$ cat config.mk
export PLATFORM = sky130hd
export DESIGN_NAME = sdm_engine
export DESIGN_NICKNAME = d
export VERILOG_FILES = /design/src/sdm_pkg.sv /design/src/sdm_shifter.sv /design/src/sdm_engine.sv
export SDC_FILE = /design/constraint.sdc
export NUM_CORES = 1
export LEC_CHECK = 0
export BUFFER_PORTS_ARGS = -buffer_cell sky130_fd_sc_hd__buf_4
export CAP_MARGIN = 20
export CORE_ASPECT_RATIO = 1.75
export CORE_MARGIN = 5
export CORE_UTILIZATION = 55
export DETAILED_ROUTE_END_ITERATION = 8
export PLACE_DENSITY = 0.75
export SYNTH_ARGS = -nofsm -noshare
export SYNTH_HDL_FRONTEND = slang
export SYNTH_HIERARCHICAL = 1
export SYNTH_SLANG_ARGS = --single-unit
$ cat constraint.sdc
create_clock -name clk_i -period 3.15 [get_ports clk_i]
set_input_delay 0.1575 -clock clk_i [delete_from_list [all_inputs] [get_ports clk_i]]
set_output_delay 0.1575 -clock clk_i [all_outputs]
set_load 0.005 [all_outputs]
$ cat src/sdm_pkg.sv
// sdm_pkg: constants and types shared by the serial debug memory command engine.
// assumes a single system clock domain; the serial link clock is sampled, not used as a clock.
package sdm_pkg;

  // ****************************************************************
  // serial frame and responses
  // ****************************************************************
  localparam int FRAME_BITS = 17;
  localparam logic [16:0] RSP_COMPLETE = 17'h0FFFF;
  localparam logic [16:0] RSP_NOT_READY = 17'h10000;
  localparam logic [16:0] RSP_BUS_ERROR = 17'h10001;
  localparam logic [16:0] RSP_ILLEGAL = 17'h1FFFF;

  // ****************************************************************
  // command opcodes (bits 15:8 of the operation word; go, no-op and control read are whole 16-bit words)
  // ****************************************************************
  localparam logic [7:0] OP_READ = 8'h19;
  localparam logic [7:0] OP_WRITE = 8'h18;
  localparam logic [7:0] OP_DUMP = 8'h1D;
  localparam logic [7:0] OP_FILL = 8'h1C;
  localparam logic [15:0] OP_GO = 16'h0C00;
  localparam logic [15:0] OP_NOP = 16'h0000;
  localparam logic [15:0] OP_CREG_RD = 16'h2980;

  // ****************************************************************
  // field positions
  // ****************************************************************
  localparam int SIZE_LSB = 6;
  localparam logic [1:0] SZ_BYTE = 2'h0;
  localparam logic [1:0] SZ_WORD = 2'h1;
  localparam logic [1:0] SZ_LONG = 2'h2;
  localparam logic [1:0] SZ_RSVD = 2'h3;
  localparam int CREG_SEL_BITS = 12;

  // ****************************************************************
  // reset values
  // ****************************************************************
  localparam logic [4:0] ATTR_RESET = 5'h05;
  localparam logic [31:0] PTR_RESET = 32'h00000000;

  // ****************************************************************
  // command history for the block-transfer legality check
  // ****************************************************************
  typedef enum logic [2:0] {
    LAST_OTHER = 3'h0,
    LAST_READ = 3'h1,
    LAST_WRITE = 3'h2
  } sdm_last_type;

  typedef enum logic [5:0] {
    ST_CMD = 6'h01,
    ST_ADDR_HI = 6'h02,
    ST_ADDR_LO = 6'h04,
    ST_DATA = 6'h08,
    ST_BUS = 6'h10,
    ST_RESULT = 6'h20
  } sdm_state_type;

endpackage

$ cat src/sdm_shifter.sv
// sdm_shifter: 17-bit serial shift engine for the debug link.
// assumes link clock and data arrive asynchronously; all are sampled on clk_i.
`timescale 1ns/1ps
`default_nettype none
module sdm_shifter
  import sdm_pkg::*;
(
  input wire logic clk_i,
  input wire logic nrst_i,
  input wire logic link_clk_i,
  input wire logic link_din_i,
  input wire logic [16:0] tx_word_i,
  output logic link_dout_o,
  output logic [16:0] rx_word_o,
  output logic rx_done_o,
  output logic frame_start_o
);

  // ****************************************************************
  // input synchronisers
  // ****************************************************************
  logic [1:0] clk_sync_ff;
  logic [1:0] din_sync_ff;
  logic clk_last_ff;
  logic [16:0] sh_ff;
  logic [4:0] cnt_ff;
  logic [16:0] tx_ff;
  wire rise = clk_sync_ff[1] & ~clk_last_ff;
  wire fall = ~clk_sync_ff[1] & clk_last_ff;
  wire last_bit = (cnt_ff == 5'(FRAME_BITS - 1));

  // opening edge of a frame: the response word is latched at this very edge
  assign frame_start_o = rise && (cnt_ff == 5'h00);

  // two flops before any logic looks at the pins
  always_ff @(posedge clk_i or negedge nrst_i)
  begin
    if (!nrst_i)
    begin
      clk_sync_ff <= 2'h0;
      din_sync_ff <= 2'h0;
      clk_last_ff <= 1'b0;
    end
    else
    begin
      clk_sync_ff <= {clk_sync_ff[0], link_clk_i};
      din_sync_ff <= {din_sync_ff[0], link_din_i};
      clk_last_ff <= clk_sync_ff[1];
    end
  end

  // ****************************************************************
  // shift: capture on rising edge, drive msb first on falling edge
  // ****************************************************************
  always_ff @(posedge clk_i or negedge nrst_i)
  begin
    if (!nrst_i)
    begin
      sh_ff <= 17'h00000;
      cnt_ff <= 5'h00;
      tx_ff <= RSP_COMPLETE;
      rx_word_o <= 17'h00000;
      rx_done_o <= 1'b0;
      link_dout_o <= 1'b0;
    end
    else
    begin
      rx_done_o <= 1'b0;
      if (rise)
      begin
        sh_ff <= {sh_ff[15:0], din_sync_ff[1]};
        if (cnt_ff == 5'h00)
          tx_ff <= tx_word_i; // response latched as frame starts
        if (last_bit)
        begin
          cnt_ff <= 5'h00;
          rx_word_o <= {sh_ff[15:0], din_sync_ff[1]};
          rx_done_o <= 1'b1;
        end
        else
          cnt_ff <= cnt_ff + 5'h01;
      end
      // host and device bits overlap in the same frame
      if (cnt_ff == 5'h00 && !clk_sync_ff[1])
        link_dout_o <= tx_word_i[16];
      else if (fall)
        link_dout_o <= tx_ff[5'(FRAME_BITS - 1) - cnt_ff];
    end
  end

endmodule
`default_nettype wire

$ cat src/sdm_engine.sv
// sdm_engine: command engine of the serial background debug port.
// assumes a host shifting 17-bit frames and a system bus that answers each
// request with one done pulse, optionally flagged as bus error.
// the host must repeat anything it shifted during a bus access, while the answer was not ready;
// a frame cut short leaves the shifter waiting for its remaining bits.
//
// Operation
// - byte reads return data in low byte; word 16 bits, long 32 bits.
// - good read answers have bit 16 clear; bus error gives error pattern.
// - write address space comes from low five attribute bits.
// - word and long addresses have low bits forced to zero.
// - good write answers complete; bus error answers error pattern.
// - read leaves pointer advanced by size; dump reads and advances it.
// - dump only legal after dump, no-op or read; else illegal.
// - no-op leaves the block pointer untouched.
// - size field decoded anew on each dump.
// - dump has no operands and answers like a read.
// - write leaves pointer advanced by size; fill writes and advances it.
// - fill only legal after fill, no-op or write; else illegal.
// - size field decoded anew on each fill.
// - fill takes one data operand; answers complete or error.
// - resume pulses core restart using current program counter and status.
// - resume and no-op answer complete in the next frame.
// - no-op changes nothing but its answer.
// - control register read always returns 32 bits.
// - control read issues special cycle with 12-bit selector.
// - every word is one 17-bit frame, overlapped both ways.
// - frames during a bus access answer not ready.
// - size codes 0, 1, 2 mean byte, word, long; 3 reserved.
// - multi-word values travel most significant word first.
`timescale 1ns/1ps
`default_nettype none
module sdm_engine
  import sdm_pkg::*;
(
  input wire logic clk_i,
  input wire logic nrst_i,
  input wire logic link_clk_i,
  input wire logic link_din_i,
  output logic link_dout_o,
  input wire logic [4:0] debug_address_attributes_i,
  output logic bus_req_o,
  output logic bus_we_o,
  output logic bus_creg_o,
  output logic [31:0] bus_addr_o,
  output logic [1:0] bus_size_o,
  output logic [4:0] bus_attr_o,
  output logic [31:0] bus_wdata_o,
  input wire logic bus_done_i,
  input wire logic bus_err_i,
  input wire logic [31:0] bus_rdata_i,
  output logic core_resume_o,
  output logic [31:0] high_address_breakpoint_o
);
  import sdm_pkg::*;

  // ****************************************************************
  // serial shifter
  // ****************************************************************
  logic [16:0] rx_word;
  logic rx_done;
  logic [16:0] rsp_ff;
  logic frame_start;

  // the shifter latches rsp_ff as each frame opens, so a value posted
  // later in that frame waits for the next one
  sdm_shifter u_shift (
    .clk_i(clk_i),
    .nrst_i(nrst_i),
    .link_clk_i(link_clk_i),
    .link_din_i(link_din_i),
    .tx_word_i(rsp_ff),
    .link_dout_o(link_dout_o),
    .rx_word_o(rx_word),
    .rx_done_o(rx_done),
    .frame_start_o(frame_start)
  );

  // ****************************************************************
  // state
  // ****************************************************************
  sdm_state_type state_ff;
  sdm_last_type last_ff;
  logic [15:0] cmd_ff;
  logic [31:0] addr_ff;
  logic [31:0] data_ff;
  logic [31:0] rdata_ff;
  logic data_hi_ff;
  logic res_lo_ff;
  logic [31:0] ptr_ff;

  // ****************************************************************
  // result tracking
  // ****************************************************************
  // replay re-decodes the opcode that rode on the last result frame;
  // sent marks that the frame now shifting opened after the result was posted
  logic replay_ff;
  logic sent_ff;

  // ****************************************************************
  // command decode
  // ****************************************************************
  wire [7:0] rx_op = rx_word[15:8];
  wire [1:0] rx_size = rx_word[SIZE_LSB+1:SIZE_LSB];
  wire [1:0] cmd_size = cmd_ff[SIZE_LSB+1:SIZE_LSB];
  // opcodes with the reserved size are refused before any bus cycle
  wire rx_rsvd = (rx_size == SZ_RSVD);
  wire is_read = (rx_op == OP_READ) && !rx_rsvd;
  wire is_write = (rx_op == OP_WRITE) && !rx_rsvd;
  wire is_dump = (rx_op == OP_DUMP) && !rx_rsvd;
  wire is_fill = (rx_op == OP_FILL) && !rx_rsvd;
  wire is_go = (rx_word[15:0] == OP_GO);
  wire is_nop = (rx_word[15:0] == OP_NOP);
  wire is_creg = (rx_word[15:0] == OP_CREG_RD);
  // block commands only chain onto their own kind; nop keeps the chain
  wire dump_ok = is_dump && (last_ff == LAST_READ);
  wire fill_ok = is_fill && (last_ff == LAST_WRITE);
  // decode of the command held while its operands arrive
  wire cmd_is_write = (cmd_ff[15:8] == OP_WRITE) || (cmd_ff[15:8] == OP_FILL);
  wire cmd_is_creg = (cmd_ff == OP_CREG_RD);
  wire cmd_long = (cmd_size == SZ_LONG) || cmd_is_creg;

  // size increment and natural alignment
  wire [31:0] size_inc = (cmd_size == SZ_BYTE) ? 32'h00000001 :
                         (cmd_size == SZ_WORD) ? 32'h00000002 : 32'h00000004;
  wire [31:0] aligned = (cmd_size == SZ_BYTE) ? addr_ff :
                        (cmd_size == SZ_WORD) ? {addr_ff[31:1], 1'b0} :
                        {addr_ff[31:2], 2'h0};
  // the pointer wraps at the top of the address space; no carry is kept
  wire [31:0] next_ptr = aligned + size_inc;

  // read answers: byte in low byte, word 16 bits, long high word first
  wire [16:0] rd_first = cmd_long ? {1'b0, rdata_ff[31:16]} :
                         (cmd_size == SZ_BYTE) ? {9'h000, rdata_ff[7:0]} :
                         {1'b0, rdata_ff[15:0]};
  wire [16:0] rd_second = {1'b0, rdata_ff[15:0]};

  // ****************************************************************
  // command sequencer
  // ****************************************************************
  always_ff @(posedge clk_i or negedge nrst_i)
  begin
    if (!nrst_i)
    begin
      state_ff <= ST_CMD;
      last_ff <= LAST_OTHER;
      cmd_ff <= OP_NOP;
      addr_ff <= PTR_RESET;
      data_ff <= 32'h00000000;
      rdata_ff <= 32'h00000000;
      data_hi_ff <= 1'b0;
      res_lo_ff <= 1'b0;
      ptr_ff <= PTR_RESET;
      replay_ff <= 1'b0;
      sent_ff <= 1'b0;
      rsp_ff <= RSP_COMPLETE;
      bus_req_o <= 1'b0;
      bus_we_o <= 1'b0;
      bus_creg_o <= 1'b0;
      bus_addr_o <= 32'h00000000;
      bus_size_o <= SZ_BYTE;
      bus_attr_o <= ATTR_RESET;
      bus_wdata_o <= 32'h00000000;
      core_resume_o <= 1'b0;
    end
    else
    begin
      core_resume_o <= 1'b0;
      case (state_ff)
        // idle: decode a fresh opcode, or the one that rode on the last result frame
        ST_CMD:
        begin
          replay_ff <= 1'b0;
          if (rx_done || replay_ff)
          begin
            cmd_ff <= rx_word[15:0];
            data_hi_ff <= 1'b0;
            rsp_ff <= RSP_NOT_READY;
            if (is_read || is_write || is_creg)
            begin
              state_ff <= ST_ADDR_HI;
            end
            else if (dump_ok)
            begin
              // dump reads at the saved pointer with the size of this command
              addr_ff <= ptr_ff;
              state_ff <= ST_BUS;
            end
            else if (fill_ok)
            begin
              // fill still needs its data operand before the write
              addr_ff <= ptr_ff;
              data_hi_ff <= (rx_size == SZ_LONG);
              state_ff <= ST_DATA;
            end
            else if (is_go)
            begin
              // a pulse only; the core restarts from its own program counter and status
              core_resume_o <= 1'b1;
              rsp_ff <= RSP_COMPLETE;
              last_ff <= LAST_OTHER;
            end
            else if (is_nop)
            begin
              rsp_ff <= RSP_COMPLETE;
            end
            else
            begin
              // anything else is refused without a bus cycle and breaks the chain
              rsp_ff <= RSP_ILLEGAL;
              last_ff <= LAST_OTHER;
            end
          end
        end
        // first address operand: upper half of the absolute address
        ST_ADDR_HI:
        begin
          if (rx_done)
          begin
            addr_ff[31:16] <= rx_word[15:0];
            state_ff <= ST_ADDR_LO;
          end
        end
        // second address operand; for a control read it holds the selector
        ST_ADDR_LO:
        begin
          if (rx_done)
          begin
            addr_ff[15:0] <= rx_word[15:0];
            data_hi_ff <= cmd_long;
            state_ff <= cmd_is_write ? ST_DATA : ST_BUS;
          end
        end
        // write data; a byte sits in the low eight bits of its word
        ST_DATA:
        begin
          if (rx_done)
          begin
            // long data arrives high word first
            if (data_hi_ff)
            begin
              data_ff[31:16] <= rx_word[15:0];
              data_hi_ff <= 1'b0;
            end
            else
            begin
              data_ff[15:0] <= rx_word[15:0];
              state_ff <= ST_BUS;
            end
          end
        end
        // one request per command; frames during it answer not ready
        ST_BUS:
        begin
          rsp_ff <= RSP_NOT_READY;
          sent_ff <= 1'b0;
          // attributes are sampled as the request rises, so a change
          // during an access only affects the next one
          if (!bus_req_o && !bus_done_i)
          begin
            bus_req_o <= 1'b1;
            bus_we_o <= cmd_is_write;
            bus_creg_o <= cmd_is_creg;
            bus_addr_o <= cmd_is_creg ? {20'h00000, addr_ff[CREG_SEL_BITS-1:0]} : aligned;
            bus_size_o <= cmd_is_creg ? SZ_LONG : cmd_size;
            bus_attr_o <= debug_address_attributes_i;
            bus_wdata_o <= data_ff;
          end
          if (bus_req_o && bus_done_i)
          begin
            bus_req_o <= 1'b0;
            rdata_ff <= bus_rdata_i;
            res_lo_ff <= 1'b0;
            state_ff <= ST_RESULT;
            // pointer saved only when the access succeeds
            if (!cmd_is_creg && !bus_err_i)
              ptr_ff <= next_ptr;
            // an error or a control read breaks the chain, so a later
            // dump or fill must start again from a read or a write
            if (cmd_is_creg || bus_err_i)
              last_ff <= LAST_OTHER;
            else
              last_ff <= cmd_is_write ? LAST_WRITE : LAST_READ;
            if (bus_err_i)
              rsp_ff <= cmd_is_write ? RSP_BUS_ERROR : RSP_BUS_ERROR;
            else if (cmd_is_write)
              rsp_ff <= RSP_COMPLETE;
          end
        end
        // result frames: writes and errors have one, long reads have two
        ST_RESULT:
        begin
          // a frame opened before the result was posted carried only not-ready
          if (frame_start && rsp_ff != RSP_NOT_READY)
            sent_ff <= 1'b1;
          // not-ready stays until the result is posted for the next frame
          if (!res_lo_ff && !bus_err_i && !cmd_is_write && rsp_ff == RSP_NOT_READY)
          begin
            rsp_ff <= rd_first;
            res_lo_ff <= !cmd_long;
          end
          else if (rx_done && sent_ff)
          begin
            sent_ff <= 1'b0;
            if (cmd_long && !cmd_is_write && !res_lo_ff && rsp_ff != RSP_BUS_ERROR)
            begin
              // high word has gone out; the low word follows in the next frame
              rsp_ff <= rd_second;
              res_lo_ff <= 1'b1;
            end
            else
            begin
              // this frame carried the next opcode: idle decodes it at once
              state_ff <= ST_CMD;
              res_lo_ff <= 1'b0;
              replay_ff <= 1'b1;
            end
          end
        end
        // an unknown state code falls back to idle instead of hanging the link
        default:
        begin
          state_ff <= ST_CMD;
        end
      endcase
    end
  end

  // pointer exposed as the high address breakpoint value
  always_ff @(posedge clk_i or negedge nrst_i)
  begin
    if (!nrst_i)
      high_address_breakpoint_o <= PTR_RESET;
    else
      high_address_breakpoint_o <= ptr_ff;
  end

endmodule
`default_nettype wire

==> summary.md, run 1 <==
Power spread over the standard cell area amounts to 509 nW/um2. After layout, the worst path uses 85.7% of the clock period. The post-synthesis instance total came out at 1118. The floorplan step defined a die boundary enclosing 29900 um2.

The clock transition at the register clock pins on the worst setup and hold paths after CTS is 0.06 ns. The routed design has 33.2 mm of wire. After detailed routing, the number of vias per cell comes to 5.79.

The run gives 55.9% as the starting density of the core. The netlist area before placement is 14500 um2. The tools report the worst slack after detailed placement as 0.502 ns.

Measured along the y axis, the die boundary spans 225 um. The run gives 151 as the number of top-level pins. The final max-slew violation count was 0; the number of filler instances in the final layout was 1875.

The actual slew at the worst max-slew pin was 0.986 ns. The remaining max-slew budget at the tightest pin is 34.2%, and the average detailed-routed wire length per instance is 20.1 um. For the global routing usage on met1, the log shows 25.6%.

The first global-routing pass estimated 53.8 mm of wire. Across every metal layer, demand over resource in global routing totals 22.3%. For the final worst clock skew, the log shows 0.0202 ns.

The class of the tightest hold or removal check was in -> reg. The met3 track demand over resource in global routing is 3.46%, and the number of max-cap violations is 0. Among all stages on the critical path, the largest delay is contributed by sky130_fd_sc_hd__nor4_1.

The final critical-path required period works out to 2.70 ns. Clock latency on the worst-skew pair, taken at its later pin, is 0.57 ns. The number of warnings printed during yosys synthesis is 6, and the number of endpoints with negative hold slack in the final report is 0. The critical path goes through nor4_1 -> nand4_1 -> o22ai_1 -> a31oi_2 -> a31oi_4 -> buf_4 -> mux2_2. The antenna diode instance count is 0, and the maximum fanout encountered on the critical timing path is 17. TritonCTS built the clock tree. The post-route netlist has 35.5% of its cells at a drive strength greater than 1. For the residual overflow from global routing, the log shows 0. In this run the power spent charging and discharging nets is 2.03 mW. The multi-input combinational cells in the finished layout cover a total of 5610 um2. The remaining antenna violation count was 0; the die width was 133 um.

The logs give 0 for the final setup violation count and 9590 for the total via count after detailed routing. TritonCTS created 30 clock buffers. The tools report the remaining design rule violation count as 0. In this run the post-CTS setup repair buffer count came out at 0. For the peak ir drop on the vdd network, the log shows 0.420 mV. The run finished with clean final reports. The layer flagged by global routing as most heavily used is met2.

The pre-antenna-repair detailed-routing pass consisted of 5 iterations. The initial antenna violation count is 0. The critical path is of the reg -> reg type. Type of element launching the critical path: a register.

In this run the standard cell core region covers 26000 um2. The internal power contribution was 6.83 mW; the share of total power in combinational logic was 6.9%. The data arrival time at the worst-slack endpoint came out at 3.18 ns.

Summed over all cells, the static leakage comes to 8.55 nW. The average instance in the mapped netlist occupies 13.0 um2. Detailed placement HPWL: 23.4 mm.

The clock network accounts for 40.6% of the total power. For the weighted congestion reported at the end of routability-driven placement, the log shows 0.887. The proportion of total power due to net switching is 22.9%. The worst setup path is captured at a register. Setup total negative slack on the finished layout was measured at 0 ns.

In this run, flip-flops and latches consume 52.5% of the power. For this run, global-route usage on met2 was measured as 40.3%. The number of nets in the synthesized netlist is 1168. The net count of the finished layout is 1361. The H-tree level count was 1. In this design, the stage delay of the slowest critical-path cell is 0.59 ns.

The maximum clock path buffer count came out at 3. The logs give 99 for the largest net degree at the start of global routing and 540 for the starting DRC count in detailed routing. Setup slack on the critical path of the routed design comes to 0.451 ns.

The logs give 8550 um2 for the area taken by flip-flops and latches and 3.63 ns for the required time of the worst setup path. For this run, the top clock speed supported by timing is 0.370 GHz. The run gives 78 as the number of standard-cell rows in the floorplan.

The cell sitting at the root of the clock tree is a sky130_fd_sc_hd__clkbuf_16. The number of global-route vias before repair was 10088; the total of buffers placed on input and output ports was 150. Relative to the synthesized area, the layout overhead comes to 20.0%.

The run gives 340 as the total clock sinks. Setup repair after global routing left no endpoint under its margin.
-- final cells by class --
cell class / count / area share [%]
flip-flops and latches: 340 / 49.1
repair buffers: 224 / 10.5
well taps: 320 / 2.30
clock inverters: 10 / 0.661
multi-input cells: 698 / 32.2
inverters: 17 / 0.366
clock buffers: 46 / 4.88
-- placed cells by master, fill, tap and decap left out, types with 7 or more instances in the layout --
| cell | instances |
|---|---|
| sky130_fd_sc_hd__a21oi_1 | 46 |
| sky130_fd_sc_hd__nor2_1 | 70 |
| sky130_fd_sc_hd__a22o_1 | 20 |
| sky130_fd_sc_hd__nor3_1 | 10 |
| sky130_fd_sc_hd__xnor2_1 | 26 |
| sky130_fd_sc_hd__dlygate4sd3_1 | 40 |
| sky130_fd_sc_hd__inv_1 | 17 |
| sky130_fd_sc_hd__buf_4 | 180 |
| sky130_fd_sc_hd__dfstp_2 | 35 |
| sky130_fd_sc_hd__xor2_1 | 8 |
| sky130_fd_sc_hd__nor4_1 | 7 |
| sky130_fd_sc_hd__mux2i_1 | 39 |
| sky130_fd_sc_hd__dfrtp_1 | 305 |
| sky130_fd_sc_hd__clkbuf_16 | 30 |
| sky130_fd_sc_hd__a221o_1 | 8 |
| sky130_fd_sc_hd__clkbuf_1 | 12 |
| sky130_fd_sc_hd__and2_1 | 7 |
| sky130_fd_sc_hd__o21ai_0 | 58 |
| sky130_fd_sc_hd__nand2_1 | 63 |
| sky130_fd_sc_hd__nand3_1 | 13 |
| sky130_fd_sc_hd__mux2_4 | 10 |
| sky130_fd_sc_hd__mux2_1 | 16 |
| sky130_fd_sc_hd__and3_1 | 14 |
| sky130_fd_sc_hd__mux2_2 | 172 |
-- registers in the layout, summed over array words and instances (netlist names), 5 cells and up --
signal                     flops
ptr_ff                        32
state_ff                       6
data_ff                       32
addr_ff                       32
u_shift/tx_ff                 17
rdata_ff                      32
high_address_breakpoint_o     32
bus_addr_o                    32
u_shift/sh_ff                 15
u_shift/rx_word_o             16
rsp_ff                        17
bus_attr_o                     5
u_shift/cnt_ff                 5
bus_wdata_o                   32
cmd_ff                        16
-- stage by stage --
stage | cell area (um2) | util, % | power [mW] | cells | hold slack [ns]
global route | 17400 | 67.1 | 9.19 | 1655 | 0.0269
finish | 17400 | 67.1 | 8.87 | 1655 | 0.0146
detailed placement | 16100 | 61.8 | 5.31 | 1559 | 0.252
CTS | 17400 | 67.1 | 8.95 | 1655 | 0.0110
global placement | 16100 | 61.8 | 5.28 | 1559 | 0.247
floorplan | 14500 | - | 5.04 | 1118 | -0.138
-- power groups by stage --
stage                     sequential, mW  clock [mW]  combinational, mW
after floorplan                     4.65           0              0.385
after global placement              4.72           0              0.560
after detailed placement            4.73           0              0.576
after CTS                           4.65        3.68              0.617
after global routing                4.67        3.86              0.668
final                               4.65        3.60              0.610
-- repair_timing --
item | 4_1_cts | 5_1_grt
hold buffers | 40 | 0
resized for setup | 0 | 0
endpoints found under the hold margin | 113 | 0
endpoints found under the setup margin | 0 | 0
-- path summary, 6_finish.rpt --
check	from	end	slack (ns)	depth (start not counted)
setup / recovery	rsp_ff[13]	rsp_ff[3]	0.45	7
max in group asynchronous	nrst_i	u_shift/tx_ff[3]	1.95	3
setup reg to reg	rsp_ff[13]	rsp_ff[3]	0.45	7
hold / removal	bus_done_i	bus_req_o	0.01	4
min in group asynchronous	nrst_i	data_ff[17]	0.21	2
hold reg to reg	u_shift/clk_sync_ff[0]	u_shift/clk_sync_ff[1]	0.35	0
-- critical path, delay by kind of cell (launching register included) --
family          cells  cell delay, ns
compound gates      3            0.62
simple gates        2            0.92
flops               1            0.38
mux                 1            0.38
buf+inv             1            0.31
-- routing by layer --
metal / vias up / routed length (um)
li1: 4386 / -
met1: 4825 / 12500
met2: 278 / 17500
met3: 101 / 1540
met4: 0 / 1680
met5: - / 0
Power figures use the tool's default switching activity.
==> run 2, diff against run 1 <==
--- a/config.mk
+++ b/config.mk
@@ -7,11 +7,10 @@
 export LEC_CHECK = 0
 export BUFFER_PORTS_ARGS = -buffer_cell sky130_fd_sc_hd__buf_4
 export CAP_MARGIN = 20
-export CORE_ASPECT_RATIO = 1.75
 export CORE_MARGIN = 5
-export CORE_UTILIZATION = 55
+export CORE_UTILIZATION = 53
 export DETAILED_ROUTE_END_ITERATION = 8
-export PLACE_DENSITY = 0.75
+export PLACE_DENSITY = 0.76
 export SYNTH_ARGS = -nofsm -noshare
 export SYNTH_HDL_FRONTEND = slang
 export SYNTH_HIERARCHICAL = 1
==> constraint.sdc (replaced) <==
create_clock -name clk_i -period 2.3 [get_ports clk_i]
set_input_delay 0.115 -clock clk_i [delete_from_list [all_inputs] [get_ports clk_i]]
set_output_delay 0.115 -clock clk_i [all_outputs]
set_load 0.005 [all_outputs]
==> run 2 against run 1 <==
Sequential power is 37% higher. Worst setup slack worse by 0.44 ns. Largest power group unchanged. Critical endpoint is now rsp_ff[16]. First-iteration DRC count is 55% higher. Non-clock buffer count is 68 higher. Clock-buffer cell count is 11 higher. Critical path type unchanged.
==> summary.md, run 2 (same netlist as run 1, synthesis figures left out) <==
The logs give 30800 um2 (+3.1%) for the die area and 27000 um2 (+3.8%) for the core outline area. The die span in y came out at 176 um (-22%). The total iterations of the first detailed-routing run came out at 6 (+1).

The tools report the antenna diode instance count as 0 (unchanged). Weighted congestion reported at the end of routability-driven placement: 0.910 (+2.6%). The post-route cell area is 18500 um2 (+6.5%), and the achievable clock frequency is 0.437 GHz (+18%). The number of filler instances in the final layout is 1830 (-2.4%), and the average detailed-routed wire length per instance is 19.9 um (-0.96%). Actual slew at the worst max-slew pin: 0.521 ns (-0.466 ns). The layout overhead on the synthesized area came out at 27.7%. The final critical-path required period was 2.29 ns (-0.413 ns). The number of standard-cell rows in the floorplan is 60 (-23%). The clock transition at the register clock pins on the worst setup and hold paths after CTS works out to 0.06 ns (about the same). The path class of the tightest hold or removal check is in -> reg. The tools report the number of top-level pins as 151 (unchanged).

The remaining antenna violation count was 0 (unchanged); the largest net degree at the start of global routing was 71 (-28%). The worst setup path is launched from a register. The mean number of vias per cell is 5.70 (-1.6%), and the instance area at placement is 16700 um2 (+4.1%). The tools report the final setup violation count as 0 (unchanged). The detailed placement HPWL is 23.0 mm (-1.5%), and the total clock sinks is 340 (unchanged).

Total buffers and inverters traversed by the critical path: 2 (+1). The run gives 0.51 ns (-0.06 ns) as the insertion delay to the later sink of the worst-skew pair. The tools report the number of max-cap violations as 0 (unchanged). The tools report the required time of the worst setup path as 2.69 ns (-0.94 ns).

The worst setup path is of the reg -> reg kind. For the core utilization of the finished layout, the log shows 68.8% (+1.7 points). The flow ran to the end, and the final reports show no timing, DRC or antenna violations. The tools report the final worst clock skew as 0.0130 ns (-0.00717 ns). For the maximum clock path buffer count, the log shows 3 (unchanged). The number of global-route vias before repair came out at 10146 (+0.57%). The fraction of layout cells with a size suffix above 1 was 40.8% (+5.3 points); the first-pass GRT wire length was 54.9 mm (+1.9%). The tree is rooted in a sky130_fd_sc_hd__clkbuf_16. Walking the worst path, the cells encountered are nor4_2 -> buf_4 -> nand4_1 -> or2_4 -> a31oi_2 -> a31oi_4 -> buf_12 -> mux2_4. The die width was 176 um (+32%). Setup repair after global routing could not meet its margin everywhere. The logs give 9.12 nW (+6.7%) for the leakage power figure and 0 (unchanged) for the number of endpoints with negative hold slack in the final report.

The initial antenna violation count came out at 0 (unchanged). The total via count after detailed routing was 9976 (+4.0%). TritonCTS built the clock tree.

The tools report the global-route usage over all layers as 22.1% (-0.26 points). For the residual overflow from global routing, the log shows 0 (unchanged). The tools report the final max-slew violation count as 0 (unchanged).

The logs give 35 (+17%) for the number of buffers added by the clock tree synthesis step and 0 (unchanged) for the remaining design rule violation count. For the net count of the finished layout, the log shows 1434 (+5.4%). The run gives 0.587 mV (+40%) as the peak ir drop on the vdd network. The worst hold slack after final layout was 0.0186 ns (+0.00402 ns). The library cell used most frequently in the layout, excluding fill and tap cells, is sky130_fd_sc_hd__dfrtp_1. Leaving out fill and tap cells, the most frequent cells in the layout are 304 x sky130_fd_sc_hd__dfrtp_1, 232 x sky130_fd_sc_hd__buf_4, 172 x sky130_fd_sc_hd__mux2_2.

The maximum fanout encountered on the critical timing path is 8 (-9). The final cycle utilization of the critical path came out at 99.4% (+14 points). STA classifies the critical path endpoint as a register. For this design, the slowest cell found on the critical path is sky130_fd_sc_hd__dfstp_2. The logs give 12.9 mW (+46%) for the overall power and 2 (+1) for the H-tree level count. The total of buffers placed on input and output ports is 150 (unchanged), and the routed wire length is 34.8 mm (+4.7%).

The data arrival time at the worst-slack endpoint was 2.68 ns (-0.50 ns); the power per cell area was 697 nW/um2 (+37%). On the critical path the largest part of the delay comes from simple AND/OR/NAND/NOR gates. The tools report the remaining max-slew budget at the tightest pin as 65.3% (+31 points).

The logs give 53.9% (-2.1 points) for the starting density of the core and 839 (+55%) for the starting DRC count in detailed routing. The largest stage delay on the critical path works out to 0.39 ns (-0.20 ns).
## run 2: cell count changes in the layout (fill, tap and decap cells not counted), sizes merged
cell    previous run  this run
clkinv             7         2
clkbuf            46        58
inv               18        17
buf              184       251
## run 2: path summary, 6_finish.rpt
kind	startpoint	to	depth (start not counted)	slack, ns
max in group asynchronous	nrst_i	u_shift/tx_ff[6]	3	1.38
max	rsp_ff[1]	rsp_ff[16]	8	0.01
max reg2reg	rsp_ff[1]	rsp_ff[16]	8	0.01
min reg2reg	u_shift/clk_sync_ff[0]	u_shift/clk_sync_ff[1]	0	0.35
min in group asynchronous	nrst_i	high_address_breakpoint_o[9]	2	0.15
min	bus_done_i	bus_req_o	4	0.02
## run 2: power breakdown
group	leakage [nW]	internal [mW]	total, mW	switching [mW]
Combinational	3.98	0.446	0.884	0.438
Clock	0.570	3.46	5.68	2.23
Sequential	4.57	6.18	6.36	0.181
Total	9.12	10.1	12.9	2.84
## run 2: worst min-delay path, cell delays in order
cell and delay, ns:
sky130_fd_sc_hd__buf_4 0.11, sky130_fd_sc_hd__inv_1 0.05, sky130_fd_sc_hd__ha_1 0.14, sky130_fd_sc_hd__o31ai_1 0.07
## run 2: metrics by stage
stage          setup TNS (ns)  std cells  setup slack [ns]
2_1_floorplan          -0.149       1118           -0.0464
3_3_place_gp          -0.0236       1640           -0.0131
3_5_place_dp           -0.588       1640           -0.0913
4_1_cts                     0       1741           0.00223
5_1_grt                -0.838       1749           -0.0693
6_report                    0       1749            0.0139
## run 2: timing repair
action | CTS | global route
hold buffers | 40 | 0
cloned | 0 | 1
resized for setup | 5 | 32
setup endpoints to repair | 18 | 69
endpoints found under the hold margin | 115 | 0
pin swaps | 0 | 8
buffers inserted | 0 | 7
## run 2: layout make-up
class                   instances  area, um2  share of cell area, %
flip-flops and latches        340       8550                   46.1
inverters                      17       63.8                  0.344
clock inverters                 4       70.1                  0.378
well taps                     341        427                   2.30
clock buffers                  57       1090                   5.88
multi-input cells             698       5820                   31.4
repair buffers                292       2520                   13.6
## run 2: per-layer routing
layer	wire, um	vias to the layer above	share of wire (%)	GRT usage (%)
met1	14900	5073	43	30.5
met4	870	0	2.5	7.34
met3	1740	67	5.0	3.29
li1	-	4533	-	-
met2	17300	303	50	36.3
met5	0	-	0	0
